<file path="config.mk">
export PLATFORM = sky130hd
export DESIGN_NAME = iscu_top
export DESIGN_NICKNAME = d
export VERILOG_FILES = /design/src/iscu_top_fix_note_unused.sv /design/src/iscu_pkg.sv /design/src/iscu_errq_if.sv /design/src/iscu_errq.sv /design/src/iscu_top.sv
export SDC_FILE = /design/constraint.sdc
export NUM_CORES = 1
export LEC_CHECK = 0
export ABC_AREA = 1
export ABC_CLOCK_PERIOD_IN_PS = 5200
export BUFFER_PORTS_ARGS = -buffer_cell sky130_fd_sc_hd__buf_2
export CAP_MARGIN = 20
export CORE_MARGIN = 2
export CORE_UTILIZATION = 45
export CTS_CLUSTER_SIZE = 24
export DETAILED_ROUTE_END_ITERATION = 10
export SLEW_MARGIN = 10
export SYNTH_ARGS = -nofsm -noshare
export SYNTH_HDL_FRONTEND = slang
export SYNTH_HIERARCHICAL = 1
export SYNTH_SLANG_ARGS = --single-unit
export TNS_END_PERCENT = 50
</file>
<file path="constraint.sdc">
create_clock -name hclk -period 5.2 [get_ports hclk]
set_input_delay 0.78 -clock hclk [delete_from_list [all_inputs] [get_ports hclk]]
set_output_delay 0.78 -clock hclk [all_outputs]
set_load 0.005 [all_outputs]
</file>
<file path="src/iscu_top_fix_note_unused.sv">
// Spare source file, no design unit
`timescale 1ns/1ps
`default_nettype none
`default_nettype wire

</file>
<file path="src/iscu_pkg.sv">
// Constants and types of the instrument system command unit
`default_nettype none
package iscu_pkg;
  localparam int unsigned CLK_HZ = 250_000_000;
  // Register byte offsets
  localparam logic [7:0] OFS_CTRL   = 8'h00;
  localparam logic [7:0] OFS_GPIB   = 8'h04;
  localparam logic [7:0] OFS_LOCK   = 8'h08;
  localparam logic [7:0] OFS_QENAB  = 8'h0c;
  localparam logic [7:0] OFS_QEVT   = 8'h10;
  localparam logic [7:0] OFS_ERR    = 8'h14;
  localparam logic [7:0] OFS_ERRCNT = 8'h18;
  localparam logic [7:0] OFS_STAT   = 8'h1c;
  localparam logic [7:0] OFS_BAUD   = 8'h20;
  localparam logic [7:0] OFS_ALL    = 8'h40;
  // Control register fields
  localparam int B_ECHO   = 0;
  localparam int B_TXEN   = 1;
  localparam int B_SERIAL_FLOW_CONTROL   = 2;
  localparam int B_PROMPT = 3;
  localparam int B_LANG   = 4;
  localparam int B_BAUD   = 5;
  localparam logic [6:0] CTRL_RST  = 7'h12;
  localparam logic [4:0] GPIB_RST  = 5'h06;
  localparam logic [4:0] GPIB_MIN  = 5'h01;
  localparam logic [4:0] GPIB_MAX  = 5'h1e;
  localparam logic [5:0] QENAB_RST = 6'h00;
  // Error queue
  localparam int          ERR_DEPTH = 15;
  localparam logic [15:0] ERR_OVF   = 16'hfea2;
  localparam logic [15:0] ERR_NONE  = 16'h0000;
  // Serial characters
  localparam logic [7:0] CH_LF     = 8'h0a;
  localparam logic [7:0] CH_XON    = 8'h11;
  localparam logic [7:0] CH_XOFF   = 8'h13;
  localparam logic [7:0] CH_PROMPT = 8'h3e;
  // Baud rates and divisors
  localparam int unsigned BAUD_19200 = 19200;
  localparam int unsigned BAUD_9600  = 9600;
  localparam int unsigned BAUD_4800  = 4800;
  localparam int unsigned BAUD_2400  = 2400;
  localparam int unsigned DIV_19200  = CLK_HZ / BAUD_19200;
  localparam int unsigned DIV_9600   = CLK_HZ / BAUD_9600;
  localparam int unsigned DIV_4800   = CLK_HZ / BAUD_4800;
  localparam int unsigned DIV_2400   = CLK_HZ / BAUD_2400;
  localparam int          DIV_W      = 17;
  localparam logic [2:0]  INIT_CYC   = 3'h4;
  typedef enum logic [2:0] {
    LK_LOCAL  = 3'b001,
    LK_REMOTE = 3'b010,
    LK_LLO    = 3'b100
  } iscu_lock_t;
endpackage : iscu_pkg
`default_nettype wire

</file>
<file path="src/iscu_errq_if.sv">
// Link between the command unit and its error queue
`timescale 1ns/1ps
`default_nettype none
interface iscu_errq_if;
  logic        push;
  logic [15:0] code;
  logic        pop;
  logic [15:0] head;
  logic [3:0]  count;
  logic [3:0]  peek_idx;
  logic [15:0] peek_code;
  modport ctl (output push, code, pop, peek_idx,
               input head, count, peek_code);
  modport q   (input push, code, pop, peek_idx,
               output head, count, peek_code);
endinterface : iscu_errq_if
`default_nettype wire

</file>
<file path="src/iscu_errq.sv">
// Fifteen-entry error queue with overflow marking
`timescale 1ns/1ps
`default_nettype none
module iscu_errq (
  // Clock and reset
  input  wire logic hclk,
  input  wire logic hresetn,
  // Queue port
  iscu_errq_if.q    e
);
  logic [15:0] q_r [0:iscu_pkg::ERR_DEPTH-1];
  logic [3:0]  cnt_r;
  logic        do_pop;
  logic [3:0]  cnt_mid;
  logic        full;
  logic [3:0]  wr_idx;
  logic [15:0] wr_val;

  assign do_pop  = e.pop && (cnt_r != 4'h0);
  assign cnt_mid = cnt_r - {3'h0, do_pop};
  assign full    = (cnt_mid == 4'(iscu_pkg::ERR_DEPTH));
  // Full queue keeps older entries; last slot becomes overflow code
  assign wr_idx  = full ? cnt_mid - 4'h1 : cnt_mid;
  assign wr_val  = full ? iscu_pkg::ERR_OVF : e.code;

  genvar i;
  generate
    for (i = 0; i < iscu_pkg::ERR_DEPTH; i++) begin : g_slot
      always_ff @(posedge hclk or negedge hresetn) begin
        if (!hresetn) begin
          q_r[i] <= iscu_pkg::ERR_NONE;
        end else if (e.push && wr_idx == 4'(i)) begin
          q_r[i] <= wr_val;
        end else if (do_pop) begin
          // Shift toward the head
          q_r[i] <= (i == iscu_pkg::ERR_DEPTH-1) ?
                    iscu_pkg::ERR_NONE : q_r[(i+1)%iscu_pkg::ERR_DEPTH];
        end
      end
    end
  endgenerate

  always_ff @(posedge hclk or negedge hresetn) begin
    if (!hresetn) begin
      cnt_r <= 4'h0;
    end else begin
      cnt_r <= cnt_mid + {3'h0, e.push && !full};
    end
  end

  assign e.count     = cnt_r;
  assign e.head      = (cnt_r != 4'h0) ? q_r[0] : iscu_pkg::ERR_NONE;
  assign e.peek_code = (e.peek_idx < cnt_r) ?
                       q_r[e.peek_idx] : iscu_pkg::ERR_NONE;
endmodule : iscu_errq
`default_nettype wire

</file>
<file path="src/iscu_top.sv">
// Remote command unit: AHB registers, serial options, panel lockout
`timescale 1ns/1ps
`default_nettype none
// Function
// - Errors are queued first in, first out; oldest read first.
// - Each error read removes the returned entry.
// - Queue holds at most 15 errors; more is an overflow.
// - On overflow keep older errors; last entry becomes code -350.
// - Empty queue reads as code zero, meaning no error.
// - Code-only read returns just the next numeric code.
// - All-codes read lists up to 15 queued codes, zero if empty.
// - Echo returns each received character; off takes effect after LF. Code does not echo XON/XOFF while pacing is on.
// - Device reset command leaves the echo setting alone.
// - Echo, transmit, pacing and prompt settings read back as 01h/00h. Code returns them as bits 0 to 3 of one control word.
// - Transmit, once disabled, re-enables only by GPIB or power cycle.
// - Serial runs at selected 19200/9600/4800/2400 baud; reads back.
// - Pacing on applies XON/XOFF flow control; none applies none.
// - Prompt on sends a greater-than after each parsed command.
// - Lockout off: command gives remote; both knobs return to local.
// - Lockout on disables all panel controls and shows lockout code.
// - GPIB local-lockout message also enters local lockout.
// - Lockout ends only by lockout-off or power cycle with switch off.
// - Lockout read gives 1 when locked, 0 when local allowed.
// - Compatibility mode accepts legacy commands; standard rejects them.
// - Compatibility mode is the reset default.
// - Questionable enable mask reads back its current value.
// - Enabled questionable events OR into status summary bit 5.
module iscu_top #(
  parameter int unsigned DIV_19200 = iscu_pkg::DIV_19200,
  parameter int unsigned DIV_9600  = iscu_pkg::DIV_9600,
  parameter int unsigned DIV_4800  = iscu_pkg::DIV_4800,
  parameter int unsigned DIV_2400  = iscu_pkg::DIV_2400
) (
  // Clock and reset
  input  wire logic        hclk,
  input  wire logic        hresetn,
  // AHB-Lite slave
  input  wire logic        hsel,
  input  wire logic [31:0] haddr,
  input  wire logic [1:0]  htrans,
  input  wire logic        hwrite,
  input  wire logic [2:0]  hsize,
  input  wire logic [31:0] hwdata,
  input  wire logic        hready,
  output logic             hreadyout,
  output logic             hresp,
  output logic [31:0]      hrdata,
  // Command parser side
  input  wire logic        err_push,
  input  wire logic [15:0] err_code,
  input  wire logic        cmd_received,
  input  wire logic        cmd_parsed,
  input  wire logic        gpib_src,
  input  wire logic        gpib_llo,
  // Serial character stream
  input  wire logic        rx_valid,
  input  wire logic [7:0]  rx_char,
  output logic             tx_valid,
  output logic [7:0]       tx_char,
  input  wire logic        tx_ready,
  output logic             baud_tick,
  // Front panel and switches
  input  wire logic        knobs_both,
  input  wire logic        dip5_off,
  input  wire logic        lockout_nv,
  output logic             front_panel_en,
  output logic             remote,
  output logic             front_panel_lockout,
  output logic             lockout_display_code,
  output logic             legacy_accept,
  output logic [4:0]       gpib_addr,
  // Questionable status
  input  wire logic [5:0]  ques_event,
  output logic             ques_summary
);
  function automatic logic hit(input logic [7:0] a,
                               input logic [7:0] ofs);
    hit = (a == ofs);
  endfunction : hit

  iscu_errq_if eq ();
  localparam int DIV_W_L = iscu_pkg::DIV_W;

  // Bus state
  logic        acc;
  logic        wr_ph_r;
  logic        rd_ph_r;
  logic [7:0]  a_r;
  logic        a_ok_r;
  // Settings
  logic [6:0]  ctrl_r;
  logic [4:0]  gpib_r;
  logic [5:0]  qenab_r;
  logic [5:0]  qevt_r;
  // Serial
  logic        echo_act_r;
  logic        echo_pend_r;
  logic [7:0]  echo_char_r;
  logic        prompt_pend_r;
  logic        paused_r;
  logic [DIV_W_L-1:0] bcnt_r;
  // Panel
  logic        knobs_m_r;
  logic        knobs_s_r;
  logic        knobs_d_r;
  logic        dip_m_r;
  logic        dip_s_r;
  logic [2:0]  init_r;
  iscu_pkg::iscu_lock_t lk_r;
  iscu_pkg::iscu_lock_t lk_nxt;

  // Address decode
  logic        wr_ctrl;
  logic        wr_gpib;
  logic        wr_lock;
  logic        wr_qenab;
  logic        rd_qevt;
  logic        rd_err;
  logic        sel_all;
  logic        tx_go;
  logic        rx_ctl;
  logic        knob_rise;
  logic        init_done;
  logic [DIV_W_L-1:0] div_sel;
  logic [31:0] baud_val;
  logic [31:0] rdata;
  logic [1:0]  bsel;

  assign acc = hsel && htrans[1] && hready && hsize == 3'h2;
  assign wr_ctrl  = wr_ph_r && a_ok_r && hit(a_r, iscu_pkg::OFS_CTRL);
  assign wr_gpib  = wr_ph_r && a_ok_r && hit(a_r, iscu_pkg::OFS_GPIB);
  assign wr_lock  = wr_ph_r && a_ok_r && hit(a_r, iscu_pkg::OFS_LOCK);
  assign wr_qenab = wr_ph_r && a_ok_r && hit(a_r, iscu_pkg::OFS_QENAB);
  assign rd_qevt  = rd_ph_r && a_ok_r && hit(a_r, iscu_pkg::OFS_QEVT);
  assign rd_err   = rd_ph_r && a_ok_r && hit(a_r, iscu_pkg::OFS_ERR);
  assign sel_all  = a_r >= iscu_pkg::OFS_ALL &&
                    a_r[7:6] == 2'h1 && a_r[5:2] != 4'hf;

  // Reads take one wait state so a preceding write has landed
  assign hreadyout = !rd_ph_r;
  assign hresp     = 1'b0;

  always_ff @(posedge hclk or negedge hresetn) begin
    if (!hresetn) begin
      wr_ph_r <= 1'b0;
      rd_ph_r <= 1'b0;
      a_r     <= 8'h00;
      a_ok_r  <= 1'b0;
      hrdata  <= 32'h0000_0000;
    end else begin
      if (hready) begin
        wr_ph_r <= acc && hwrite;
        rd_ph_r <= acc && !hwrite;
        a_r     <= haddr[7:0];
        a_ok_r  <= haddr[31:8] == 24'h00_0000 && haddr[1:0] == 2'h0;
      end else begin
        rd_ph_r <= 1'b0;
      end
      if (rd_ph_r) begin
        hrdata <= rdata;
      end
    end
  end

  // Read mux; unmapped reads return zero
  assign bsel = ctrl_r[iscu_pkg::B_BAUD +: 2];
  assign baud_val = bsel == 2'h0 ? iscu_pkg::BAUD_19200 :
                    bsel == 2'h1 ? iscu_pkg::BAUD_9600 :
                    bsel == 2'h2 ? iscu_pkg::BAUD_4800 :
                    iscu_pkg::BAUD_2400;
  assign eq.peek_idx = a_r[5:2];
  assign rdata =
    !a_ok_r ? 32'h0000_0000 :
    hit(a_r, iscu_pkg::OFS_CTRL)  ? {25'h0, ctrl_r} :
    hit(a_r, iscu_pkg::OFS_GPIB)  ? {27'h0, gpib_r} :
    hit(a_r, iscu_pkg::OFS_LOCK)  ? {31'h0, lk_r == iscu_pkg::LK_LLO} :
    hit(a_r, iscu_pkg::OFS_QENAB) ? {26'h0, qenab_r} :
    hit(a_r, iscu_pkg::OFS_QEVT)  ? {26'h0, qevt_r} :
    hit(a_r, iscu_pkg::OFS_ERR)   ? {{16{eq.head[15]}}, eq.head} :
    hit(a_r, iscu_pkg::OFS_ERRCNT) ? {28'h0, eq.count} :
    hit(a_r, iscu_pkg::OFS_STAT)  ? {24'h0, paused_r, echo_act_r,
                                     ques_summary, 2'h0, lk_r} :
    hit(a_r, iscu_pkg::OFS_BAUD)  ? baud_val :
    sel_all ? {{16{eq.peek_code[15]}}, eq.peek_code} :
    32'h0000_0000;

  // Error queue
  assign eq.push = err_push;
  assign eq.code = err_code;
  assign eq.pop  = rd_err;

  iscu_errq u_errq (
    .hclk    (hclk),
    .hresetn (hresetn),
    .e       (eq.q)
  );

  // Settings; only hresetn restores them, no command reset here
  always_ff @(posedge hclk or negedge hresetn) begin
    if (!hresetn) begin
      ctrl_r  <= iscu_pkg::CTRL_RST;
      gpib_r  <= iscu_pkg::GPIB_RST;
      qenab_r <= iscu_pkg::QENAB_RST;
    end else begin
      if (wr_ctrl) begin
        ctrl_r[iscu_pkg::B_ECHO]   <= hwdata[iscu_pkg::B_ECHO];
        ctrl_r[iscu_pkg::B_SERIAL_FLOW_CONTROL]   <= hwdata[iscu_pkg::B_SERIAL_FLOW_CONTROL];
        ctrl_r[iscu_pkg::B_PROMPT] <= hwdata[iscu_pkg::B_PROMPT];
        ctrl_r[iscu_pkg::B_LANG]   <= hwdata[iscu_pkg::B_LANG];
        ctrl_r[iscu_pkg::B_BAUD +: 2] <=
          hwdata[iscu_pkg::B_BAUD +: 2];
        // Serial side cannot turn its own transmitter back on
        if (!hwdata[iscu_pkg::B_TXEN] || gpib_src) begin
          ctrl_r[iscu_pkg::B_TXEN] <= hwdata[iscu_pkg::B_TXEN];
        end
      end
      if (wr_gpib && hwdata[4:0] >= iscu_pkg::GPIB_MIN &&
          hwdata[4:0] <= iscu_pkg::GPIB_MAX) begin
        gpib_r <= hwdata[4:0];
      end
      if (wr_qenab) begin
        qenab_r <= hwdata[5:0];
      end
    end
  end

  // Questionable events latch; a new event beats the read clear
  always_ff @(posedge hclk or negedge hresetn) begin
    if (!hresetn) begin
      qevt_r <= 6'h00;
    end else begin
      qevt_r <= (rd_qevt ? 6'h00 : qevt_r) | ques_event;
    end
  end
  assign ques_summary = |(qevt_r & qenab_r);

  // Serial echo, prompt and pacing
  assign rx_ctl = ctrl_r[iscu_pkg::B_SERIAL_FLOW_CONTROL] &&
                  (rx_char == iscu_pkg::CH_XON ||
                   rx_char == iscu_pkg::CH_XOFF);
  assign tx_valid = ctrl_r[iscu_pkg::B_TXEN] && !paused_r &&
                    (echo_pend_r || prompt_pend_r);
  assign tx_char  = echo_pend_r ? echo_char_r : iscu_pkg::CH_PROMPT;
  assign tx_go    = tx_valid && tx_ready;

  always_ff @(posedge hclk or negedge hresetn) begin
    if (!hresetn) begin
      echo_act_r <= 1'b0;
      paused_r   <= 1'b0;
    end else begin
      if (wr_ctrl && hwdata[iscu_pkg::B_ECHO]) begin
        echo_act_r <= 1'b1;
      end else if (rx_valid && rx_char == iscu_pkg::CH_LF &&
                   !ctrl_r[iscu_pkg::B_ECHO]) begin
        echo_act_r <= 1'b0;
      end
      if (!ctrl_r[iscu_pkg::B_SERIAL_FLOW_CONTROL]) begin
        paused_r <= 1'b0;
      end else if (rx_valid && rx_char == iscu_pkg::CH_XOFF) begin
        paused_r <= 1'b1;
      end else if (rx_valid && rx_char == iscu_pkg::CH_XON) begin
        paused_r <= 1'b0;
      end
    end
  end

  // One character of holding each; a newer echo overwrites an old one
  always_ff @(posedge hclk or negedge hresetn) begin
    if (!hresetn) begin
      echo_pend_r   <= 1'b0;
      echo_char_r   <= 8'h00;
      prompt_pend_r <= 1'b0;
    end else begin
      if (!ctrl_r[iscu_pkg::B_TXEN]) begin
        echo_pend_r <= 1'b0;
      end else if (rx_valid && echo_act_r && !rx_ctl) begin
        echo_pend_r <= 1'b1;
        echo_char_r <= rx_char;
      end else if (tx_go && echo_pend_r) begin
        echo_pend_r <= 1'b0;
      end
      if (!ctrl_r[iscu_pkg::B_TXEN]) begin
        prompt_pend_r <= 1'b0;
      end else if (cmd_parsed && ctrl_r[iscu_pkg::B_PROMPT]) begin
        prompt_pend_r <= 1'b1;
      end else if (tx_go && !echo_pend_r) begin
        prompt_pend_r <= 1'b0;
      end
    end
  end

  // Baud divider
  assign div_sel = bsel == 2'h0 ? DIV_W_L'(DIV_19200 - 1) :
                   bsel == 2'h1 ? DIV_W_L'(DIV_9600 - 1) :
                   bsel == 2'h2 ? DIV_W_L'(DIV_4800 - 1) :
                   DIV_W_L'(DIV_2400 - 1);
  always_ff @(posedge hclk or negedge hresetn) begin
    if (!hresetn) begin
      bcnt_r    <= '0;
      baud_tick <= 1'b0;
    end else begin
      baud_tick <= bcnt_r >= div_sel;
      bcnt_r    <= (bcnt_r >= div_sel) ? '0 : bcnt_r + 1'b1;
    end
  end

  // Pin synchronisers
  always_ff @(posedge hclk or negedge hresetn) begin
    if (!hresetn) begin
      knobs_m_r <= 1'b0;
      knobs_s_r <= 1'b0;
      knobs_d_r <= 1'b0;
      dip_m_r   <= 1'b1;
      dip_s_r   <= 1'b1;
      init_r    <= 3'h0;
    end else begin
      knobs_m_r <= knobs_both;
      knobs_s_r <= knobs_m_r;
      knobs_d_r <= knobs_s_r;
      dip_m_r   <= dip5_off;
      dip_s_r   <= dip_m_r;
      if (!init_done) begin
        init_r <= init_r + 3'h1;
      end
    end
  end
  assign knob_rise = knobs_s_r && !knobs_d_r;
  assign init_done = init_r == iscu_pkg::INIT_CYC;

  // Lockout state machine
  always_comb begin
    lk_nxt = lk_r;
    case (lk_r)
      iscu_pkg::LK_LOCAL: begin
        // Power-up: retained lockout survives unless switch is off
        if (init_r == iscu_pkg::INIT_CYC - 3'h1 && !dip_s_r &&
            lockout_nv) begin
          lk_nxt = iscu_pkg::LK_LLO;
        end else if ((wr_lock && hwdata[0]) || gpib_llo) begin
          lk_nxt = iscu_pkg::LK_LLO;
        end else if (cmd_received) begin
          lk_nxt = iscu_pkg::LK_REMOTE;
        end
      end
      iscu_pkg::LK_REMOTE: begin
        if ((wr_lock && hwdata[0]) || gpib_llo) begin
          lk_nxt = iscu_pkg::LK_LLO;
        end else if (knob_rise) begin
          lk_nxt = iscu_pkg::LK_LOCAL;
        end
      end
      iscu_pkg::LK_LLO: begin
        // Knobs are ignored; only the lockout-off command leaves
        if (wr_lock && !hwdata[0]) begin
          lk_nxt = iscu_pkg::LK_REMOTE;
        end
      end
      default: lk_nxt = iscu_pkg::LK_LOCAL;
    endcase
  end

  always_ff @(posedge hclk or negedge hresetn) begin
    if (!hresetn) begin
      lk_r <= iscu_pkg::LK_LOCAL;
    end else begin
      lk_r <= lk_nxt;
    end
  end

  assign front_panel_en       = lk_r == iscu_pkg::LK_LOCAL;
  assign remote               = lk_r != iscu_pkg::LK_LOCAL;
  assign front_panel_lockout  = lk_r == iscu_pkg::LK_LLO;
  assign lockout_display_code = lk_r == iscu_pkg::LK_LLO;
  assign legacy_accept        = ctrl_r[iscu_pkg::B_LANG];
  assign gpib_addr            = gpib_r;
endmodule : iscu_top
`default_nettype wire

</file>
==> flow_summary.toml, run 1 <==
[cells_and_area]
final_util_pct = 50.5
num-nets-final = 2973
area_growth_pct = 10.6
drive_gt1_share_pct = 11.7
fill_cells = 4433
n_antenna_cell = 0
final_common_cell = "nand2_1"
final_cell_mix = "nand2_1 (947), nand3_1 (530), dfrtp_1 (327)"

[timing]
finalSetupViolations = 0
rsz0062_at_grt = "no"
finalCriticalPeriod_ns = 4.29
fin_tns_setup_ns = 0
finalHoldViolCount = 0
worst_pin_slew_ns = 1.15
slew_viol_final = 0
skew_ns = 0.0169
max_slew_margin_pct = 23.0
finalCritPeriodShare_pct = 82.5
max_freq_mhz = 233

[clock_tree]
clockBufferDepth = 3
cts.clk_slew.worst_paths_ns = 0.06
cts-root-buf = "clkbuf_16"
ctsResizeCount = 0
htree_num_levels = 2
cts_sinks = 336
numCtsBuffers = 42
post_cts_buffers = 0
cts.hold.buffers_added = 0
tritoncts = "built"
worstSkewPairLatency_ns = 0.57

[worst_setup_path]
crit_arrival_ns = 4.72
end_kind = "flip-flop"
required_ns = 5.63
cp_max_fo = 17
critPathLaunchType = "flip-flop"
crit_type = "flip-flop to flip-flop"

[synthesis]
yosys.area.top_type_share_pct = 40.6
syn-num-nets = 2961
synth_warnings = 6
postSynthCellCount = 2812
yosysTopAreaCell = "dfrtp_1"
synth-async-reset-ratio_pct = 100
synth.area.top_cells = "dfrtp_1 (41%), nand2_1 (18%), nand3_1 (13%)"
avgSynthCellArea_sq_um = 7.22
synth-edff-count = 0
synth_ff_type = "dfrtp_1"
ys_ff_latch = 336
synth-seq-area-share_pct = 41.5
synth.cell_area_sq_um = 20300
yosysUniqueCellTypes = 61

[detailed_routing]
viasPerCell = 5.74
via_count = 19800
first_iter_violations = 2034
remaining_drc_errors = 0
wl_per_cell_um = 19.8
ant_nets = 0
first_pass_iters = 6
wl_mm = 68.3

[floorplan]
start_util_pct = 45.7
die_height_um = 216
rows = 77
ioPinCount = 169
design.core.area_sq_um = 44400
dieWidth_um = 216
die-area_sq_um = 46800

[global_routing]
grt_max_degree = 225
grt_pass1_vias = 18900
grt_pass1_wl_mm = 107
grt-ovfl-total = 0
antenna_found_initial = 1
grtUsageTotal_pct = 29.0

[power]
powerDensity_nw_per_um2 = 474
vdd_drop_max_mv = 0.263
p_leak_nw = 11.3

[run]
cap_violations = 0

[outcome]
outcome = "finished, final reports clean"

[placement]
gp_congestion = 0.866
numPortBuffers = 141
dpl.hpwl_mm = 43.3

[worst_hold_path]
min_path_type = "primary input to async pin"
[through the flow]
| step | worst slack, ns | area, sq um | power (mW) | hold WS (ns) | instances |
|---|---|---|---|---|---|
| after floorplan | 1.24 | 20300 | 6.62 | 0.331 | 2812 |
| after global placement | 1.09 | 21100 | 7.61 | 0.331 | 3372 |
| after detailed placement | 1.02 | 21100 | 7.74 | 0.337 | 3372 |
| after CTS | 0.991 | 22400 | 10.6 | 0.213 | 3449 |
| after global routing | 0.579 | 22400 | 11.3 | 0.233 | 3449 |
| final | 0.913 | 22400 | 10.6 | 0.192 | 3449 |
[worst paths after layout]
check                                from  cells past startpoint  slack [ns]         endpoint
worst max-delay path               a_r[5]                     20        0.91   u_errq/q_r[43]
worst min-delay path              hresetn                      1        0.19  u_errq/q_r[199]
worst max register to register     a_r[5]                     20        0.91   u_errq/q_r[43]
worst min register to register  knobs_m_r                      0        0.35        knobs_s_r
max in group asynchronous         hresetn                      2        3.82        hrdata[1]
min in group hclk                dip5_off                      1        0.32          dip_m_r
[state kept, by name, indices dropped and copies added, names as in the netlist, 3 cells and up]
register / flops
hrdata: 16
qenab_r: 6
init_r: 3
ctrl_r: 7
gpib_addr: 5
u_errq/q_r: 240
a_r: 8
echo_char_r: 8
u_errq/e.count: 4
bcnt_r: 17
qevt_r: 6
lk_r: 3
[synth_stat cells (all sizes together), types with 7 or more instances]
master / instances
nand2: 970
nand3: 539
dfrtp: 329
inv: 179
nor2: 128
clkbuf: 113
o21ai: 112
buf: 96
a21oi: 90
o211ai: 50
ha: 35
o221ai: 32
nand4: 17
a31oi: 16
a32o: 15
nor3: 15
xor2: 13
or2: 9
nor4: 8
dfstp: 7
[area by class of cell]
cell class                 count  area [sq um]  area share (%)
multi-input combinational   2087         10200            45.6
clock inverter                18           154           0.686
clock buffer                  59          1170            5.20
timing repair buffer         177          1050            4.67
tap                          592           741            3.30
sequential                   336          8420            37.5
inverter                     180           681            3.03
[layer usage]
metal | vias to the layer above | track usage (%) | part of all wire (%)
li1 | 9315 | - | -
met1 | 9591 | 38.7 | 42
met2 | 751 | 47.3 | 47
met3 | 140 | 3.26 | 6.6
met4 | 0 | 13.5 | 4.5
met5 | - | 0 | 0
[power breakdown]
group	switching (mW)	internal [mW]
combinational	2.33	1.16
sequential	0.722	3.56
clock	1.18	1.67
total	4.24	6.39
[critical path, stage by stage (launching register included)]
cell and delay [ns]:
dfrtp_1 0.38, inv_1 0.10, nand2_1 0.07, nor2_2 0.10, buf_4 0.19, nand2_2 0.10
nor2_1 0.19, nand2_4 0.10, inv_6 0.07, ha_1 0.18, ha_1 0.24, inv_1 0.12
ha_1 0.19, inv_1 0.16, o211ai_1 0.20, nor2_2 0.80, inv_2 0.39, nand2_1 0.17
inv_2 0.20, nand2_1 0.10, nand3_1 0.08
[kinds of logic (layout without fill, tap and decap cells)]
kind of cell / count (synthesis) / in the layout / share of synthesized area, %
and+or+nand+nor: 1694 / 1694 / 36.8
DFF: 336 / 336 / 41.5
AOI/OAI and AO/OA: 340 / 340 / 10.6
xor gates and xnor gates: 17 / 17 / 0.734
other: 1 / 1 / 0.0185
buffers and inverters: 389 / 434 / 8.20
adders and majority gates: 35 / 35 / 2.16
(Power assumes the default switching activity.)
==> run 2, diff against run 1 <==
- ABC_AREA: 1 -> 0
- ABC_CLOCK_PERIOD_IN_PS: 5200 -> 3700
- PLACE_DENSITY: default -> 0.65
- clock period: 5.2 -> 3.7 ns (I/O delays scaled with it)
==> run 2 against run 1 <==
Effect of this change:
- routed wire length decreased by 26%
- critical path depth is 11 lower
- count of clock-buffer cells in the layout rose by 2
- design area is 2.1% lower
- flip-flop and latch count stayed put
- power is 37% higher
- register-to-register slack worse by 0.75 ns
- non-clock buffer count increased by 16
- synthesized cell count decreased by 40%
- setup slack got worse by 0.75 ns
- highest routed layer unchanged
==> flow_summary.toml, run 2 <==
[outcome]
outcome = "finished, final reports clean"

[timing]
finalCriticalPeriod_ns = 3.54
rsz0062_at_grt = "yes"
fin_ws_ns = 0.158
finalSetupViolations = 0
worst_pin_slew_ns = 1.20
max_freq_mhz = 282
holdWs_ns = 0.0399
slew_viol_final = 0
skew_ns = 0.0158
finalCritPeriodShare_pct = 95.7
finalHoldViolCount = 0
max_slew_margin_pct = 19.9

[synthesis]
synth-edff-count = 0
avgSynthCellArea_sq_um = 11.5
synth-seq-area-share_pct = 43.6
yosysTopAreaCell = "dfrtp_1"
synth-async-reset-ratio_pct = 100
syn-num-nets = 1831
ys_ff_latch = 336
postSynthCellCount = 1682
synth_warnings = 6
yosys.area.top_type_share_pct = 42.6
synth_ff_type = "dfrtp_1"
synth.most_common_cell = "mux2i_1"
yosysUniqueCellTypes = 88
synth_common_cells = "mux2i_1 (354), dfrtp_1 (329), a211oi_1 (96)"
synth.area.top_cells = "dfrtp_1 (43%), mux2i_1 (18%), mux4_2 (5.7%)"
synth.cell_area_sq_um = 19300

[worst_setup_path]
startpoint = "a_r[1]"
slowest_stage = "buf_4"
critPathMaxStageDelay_ns = 0.84
crit-reg2reg-launch = "a_r[1]"
crit_type = "flip-flop to flip-flop"
cp_max_fo = 69
critical_path.top_delay_family = "buffers and inverters"
r2r_slack_ns = 0.16
crit_arrival_ns = 3.93
critPathBufInv = 3
end_kind = "flip-flop"
required_ns = 4.09
crit_chain = "or2_2, nor4_4, and2_4, nand2b_4, inv_4, buf_4, buf_4, mux2i_1, mux2i_1"
critPathLaunchType = "flip-flop"

[floorplan]
die_height_um = 211
die-area_sq_um = 44600
rows = 75
design.core.area_sq_um = 42100
dieWidth_um = 211
start_util_pct = 45.9
ioPinCount = 169

[cells_and_area]
num-nets-final = 1926
top_register = "u_errq/q_r"
largest_reg_flops = 240
drive_gt1_share_pct = 22.2
final_common_cell = "mux2i_1"
final_cell_mix = "mux2i_1 (354), dfrtp_1 (325), buf_2 (140)"
area_growth_pct = 13.7
n_antenna_cell = 0
layout_top_registers = "u_errq/q_r x240, bcnt_r x17, hrdata x16"
design_area_sq_um = 22000

[detailed_routing]
via_count = 14100
remaining_drc_errors = 0
wl_mm = 50.5
ant_nets = 0
first_pass_iters = 5
first_iter_violations = 1036
wl_per_cell_um = 21.5
viasPerCell = 6.02

[power]
powerDensity_nw_per_um2 = 664
vdd_drop_max_mv = 0.295
p_leak_nw = 9.16

[clock_tree]
clockBufferDepth = 3
cts_sinks = 336
htree_num_levels = 2
numCtsBuffers = 38
cts-root-buf = "clkbuf_16"
worstSkewPairLatency_ns = 0.54
cts.hold.buffers_added = 0
tritoncts = "built"
cts.clk_slew.worst_paths_ns = 0.06

[worst_hold_path]
min_path_type = "primary input to async pin"

[placement]
numPortBuffers = 141
gp_congestion = 0.848
postPlaceCellArea_sq_um = 20600
dpl.hpwl_mm = 32.1
post-place-ws_ns = -0.164

[global_routing]
grt_max_degree = 186
antenna_found_initial = 0
grt_pass1_wl_mm = 80.6
grtUsageTotal_pct = 22.8
grt-ovfl-total = 0
grt_pass1_vias = 14100

[run]
cap_violations = 0
[run 2: cell count changes after synthesis, sizes merged, moves of 33 or more]
| cell | delta |
|---|---|
| nor2b | +39 |
| o21ai | -71 |
| mux4 | +49 |
| a211oi | +95 |
| o211ai | -33 |
| mux2i | +354 |
| nand3 | -524 |
| clkbuf | -55 |
| and2 | +68 |
| nand2 | -886 |
| nor2 | -85 |
| inv | -147 |
[run 2: through the flow]
step | setup TNS (ns) | total power [mW] | instances | utilization [%]
floorplan | -13.39 | 9.36 | 1682 | -
global placement | -1.77 | 10.6 | 2274 | 49.0
detailed placement | -9.15 | 10.8 | 2274 | 49.0
CTS | 0 | 14.6 | 2342 | 52.1
global route | -0.197 | 15.5 | 2343 | 52.1
finish | 0 | 14.6 | 2343 | 52.1
[run 2: final timing paths]
path,end,depth (start not counted)
min in group hclk,dip_m_r,1
worst max-delay path,u_errq/q_r[62],9
worst min register to register,dip_s_r,0
worst max register to register,u_errq/q_r[62],9
max in group asynchronous,u_errq/q_r[7],2
worst min-delay path,bcnt_r[9],1
[run 2: power by group]
part,total [mW],internal [mW],switching [mW]
Sequential,6.14,5.03,1.11
Combinational,4.71,2.33,2.38
Clock,3.73,2.20,1.53
[run 2: timing repair]
| item | in CTS | in global routing |
|---|---|---|
| pin swaps | 1 | 0 |
| hold endpoints to repair | 0 | 0 |
| setup endpoints to repair | 134 | 84 |
| gates resized for setup | 9 | 7 |
| setup buffers | 1 | 0 |
[run 2: layout make-up]
type | count | area, sq um
fill | 3614 | 20200
multi-input combinational | 1175 | 10200
sequential | 336 | 8430
timing repair buffer | 193 | 1320
clock buffer | 61 | 1190
tap | 539 | 674
inverter | 33 | 133
clock inverter | 6 | 55.1
[run 2: layer usage]
layer / track usage (%) / part of all wire (%)
met1: 31.4 / 45
met2: 38.3 / 48
met3: 2.85 / 4.4
met4: 5.90 / 2.1
met5: 0 / 0
[run 2: cells by family (layout without fill, tap and decap cells)]
family          after synthesis  in the layout  synth area share [%]
buf+inv                     171            293                  4.70
mux                         430            430                  25.6
compound gates              332            332                  12.4
simple gates                354            354                  10.3
flops                       336            336                  43.6
fa+ha+maj                    35             35                  2.27
other cells                   1              1                0.0194
xor+xnor                     23             23                  1.14
==> run 3, diff against run 2 <==
- PLACE_DENSITY: 0.65 -> 0.63
==> run 3 against run 2 <==
Effect of this change:
- sequential share of layout area grew 0.055 points
- clock power about the same
- register-to-register slack better by 0.04 ns
- maximum frequency up 1.2%
- power about the same
- global-route usage increased by 0.51 points
- flip-flop and latch count unchanged
- first-iteration DRC count fell by 6.2%
- via count grew 0.12%
- critical path depth rose by 5
- cell count about the same
==> flow_summary.toml, run 3 (same netlist as run 2, synthesis figures left out) <==
[worst_setup_path]
required_ns = 4.07
crit-reg2reg-launch = "a_r[0]"
r2r_slack_ns = 0.20
cp_max_fo = 15
crit_arrival_ns = 3.87
reg2reg_depth = 14
r2r-end = "u_errq/q_r[153]"
end_kind = "flip-flop"
critPathLaunchType = "flip-flop"
crit_type = "flip-flop to flip-flop"
startpoint = "a_r[0]"

[power]
p_total_mw = 14.6
vdd_drop_max_mv = 0.289
p_leak_nw = 9.15
powerDensity_nw_per_um2 = 665

[global_routing]
grt_max_degree = 186
grt_pass1_wl_mm = 82.0
antenna_found_initial = 1
grt_pass1_vias = 14300
grt-ovfl-total = 0
grtUsageTotal_pct = 23.3

[detailed_routing]
viasPerCell = 6.03
first_pass_iters = 5
wl_per_cell_um = 22.0
first_iter_violations = 972
remaining_drc_errors = 0
wl_mm = 51.5
ant_nets = 0
via_count = 14100

[cells_and_area]
top_register = "u_errq/q_r"
final_cell_mix = "mux2i_1 (354), dfrtp_1 (325), buf_2 (140)"
layout_top_registers = "u_errq/q_r x240, bcnt_r x17, hrdata x16"
fin_cells = 2342
design_area_sq_um = 21900
num-nets-final = 1927
final_util_pct = 52.1
drive_gt1_share_pct = 22.5
largest_reg_flops = 240
n_antenna_cell = 0
final_common_cell = "mux2i_1"
fill_cells = 3665
area_growth_pct = 13.5

[floorplan]
design.core.area_sq_um = 42100
ioPinCount = 169
die-area_sq_um = 44600
die_height_um = 211
start_util_pct = 45.9
rows = 75
dieWidth_um = 211

[timing]
max_freq_mhz = 286
skew_ns = 0.0230
max_slew_margin_pct = 18.2
finalCriticalPeriod_ns = 3.50
rsz0062_at_grt = "yes"
worst_pin_slew_ns = 1.23
finalCritPeriodShare_pct = 94.6
finalSetupViolations = 0
slew_viol_final = 0
holdWs_ns = 0.0245
finalHoldViolCount = 0

[clock_tree]
tritoncts = "built"
cts.clk_slew.worst_paths_ns = 0.06
numCtsBuffers = 38
htree_num_levels = 2
cts_sinks = 336
cts-root-buf = "clkbuf_16"
clockBufferDepth = 3
worstSkewPairLatency_ns = 0.54

[run]
cap_violations = 0

[placement]
dp.cells = 2275
gp_congestion = 0.844
numPortBuffers = 141
postPlaceCellArea_sq_um = 20600
dpl.hpwl_mm = 32.5

[worst_hold_path]
min_path_type = "primary input to async pin"

[outcome]
outcome = "finished, final reports clean"
==> run 3: metal layers <==
layer	part of all wire, %	vias up	routed length (um)	track usage [%]
li1	-	6430	-	-
met1	45	7215	23300	32.1
met2	47	394	24400	38.5
met3	4.8	92	2460	3.08
met4	2.8	2	1430	7.41
met5	0.025	-	13	0
==> run 3: repair_timing <==
action | CTS | global route
gates resized for setup | 13 | 4
buffers inserted | 1 | 1
pin swaps | 1 | 0
hold buffers | 0 | 0
endpoints found under the setup margin | 191 | 130
==> run 3: worst max path at each step <==
stage | to | slack [ns] | cells after the start
after CTS | u_errq/e.count[2] | 0.05 | 16
after global routing | u_errq/q_r[219] | -0.001 | 14
after floorplan | u_errq/q_r[117] | -0.19 | 18
after detailed placement | u_errq/q_r[236] | -0.27 | 13
final | u_errq/q_r[153] | 0.20 | 14
after global placement | u_errq/q_r[59] | -0.08 | 14
==> run 3: final cells by class <==
class | count | area [sq um] | share of cell area, %
clock buffer | 57 | 1150 | 5.26
timing repair buffer | 194 | 1320 | 6.01
multi-input combinational | 1175 | 10200 | 46.3
clock inverter | 8 | 68.8 | 0.314
inverter | 33 | 133 | 0.605
sequential | 336 | 8430 | 38.4
tap | 539 | 674 | 3.07
==> run 3: report_power, final <==
| group | internal, mW | switching (mW) | total (mW) |
|---|---|---|---|
| registers | 5.03 | 1.10 | 6.13 |
| clock network | 2.21 | 1.52 | 3.73 |
| logic | 2.33 | 2.39 | 4.72 |
==> run 3: critical path, stage by stage, from the launching register on <==
cell        delay [ns]
dfrtp_1           0.41
or2_2             0.35
nor4_4            0.28
and2_4            0.25
nand2b_4          0.09
inv_4             0.07
ha_4              0.20
clkinvlp_4        0.19
ha_4              0.21
nand4b_1          0.08
buf_4             0.19
o21ai_2           0.11
buf_12            0.19
nor2_2            0.57
mux2i_1           0.16
==> run 3: through the flow <==
step / setup WS, ns / setup TNS (ns)
global placement: -0.0759 / -2.30
CTS: 0.0462 / 0
global route: -0.000952 / -0.000952
detailed placement: -0.266 / -19.80
finish: 0.200 / 0
floorplan: -0.194 / -13.39
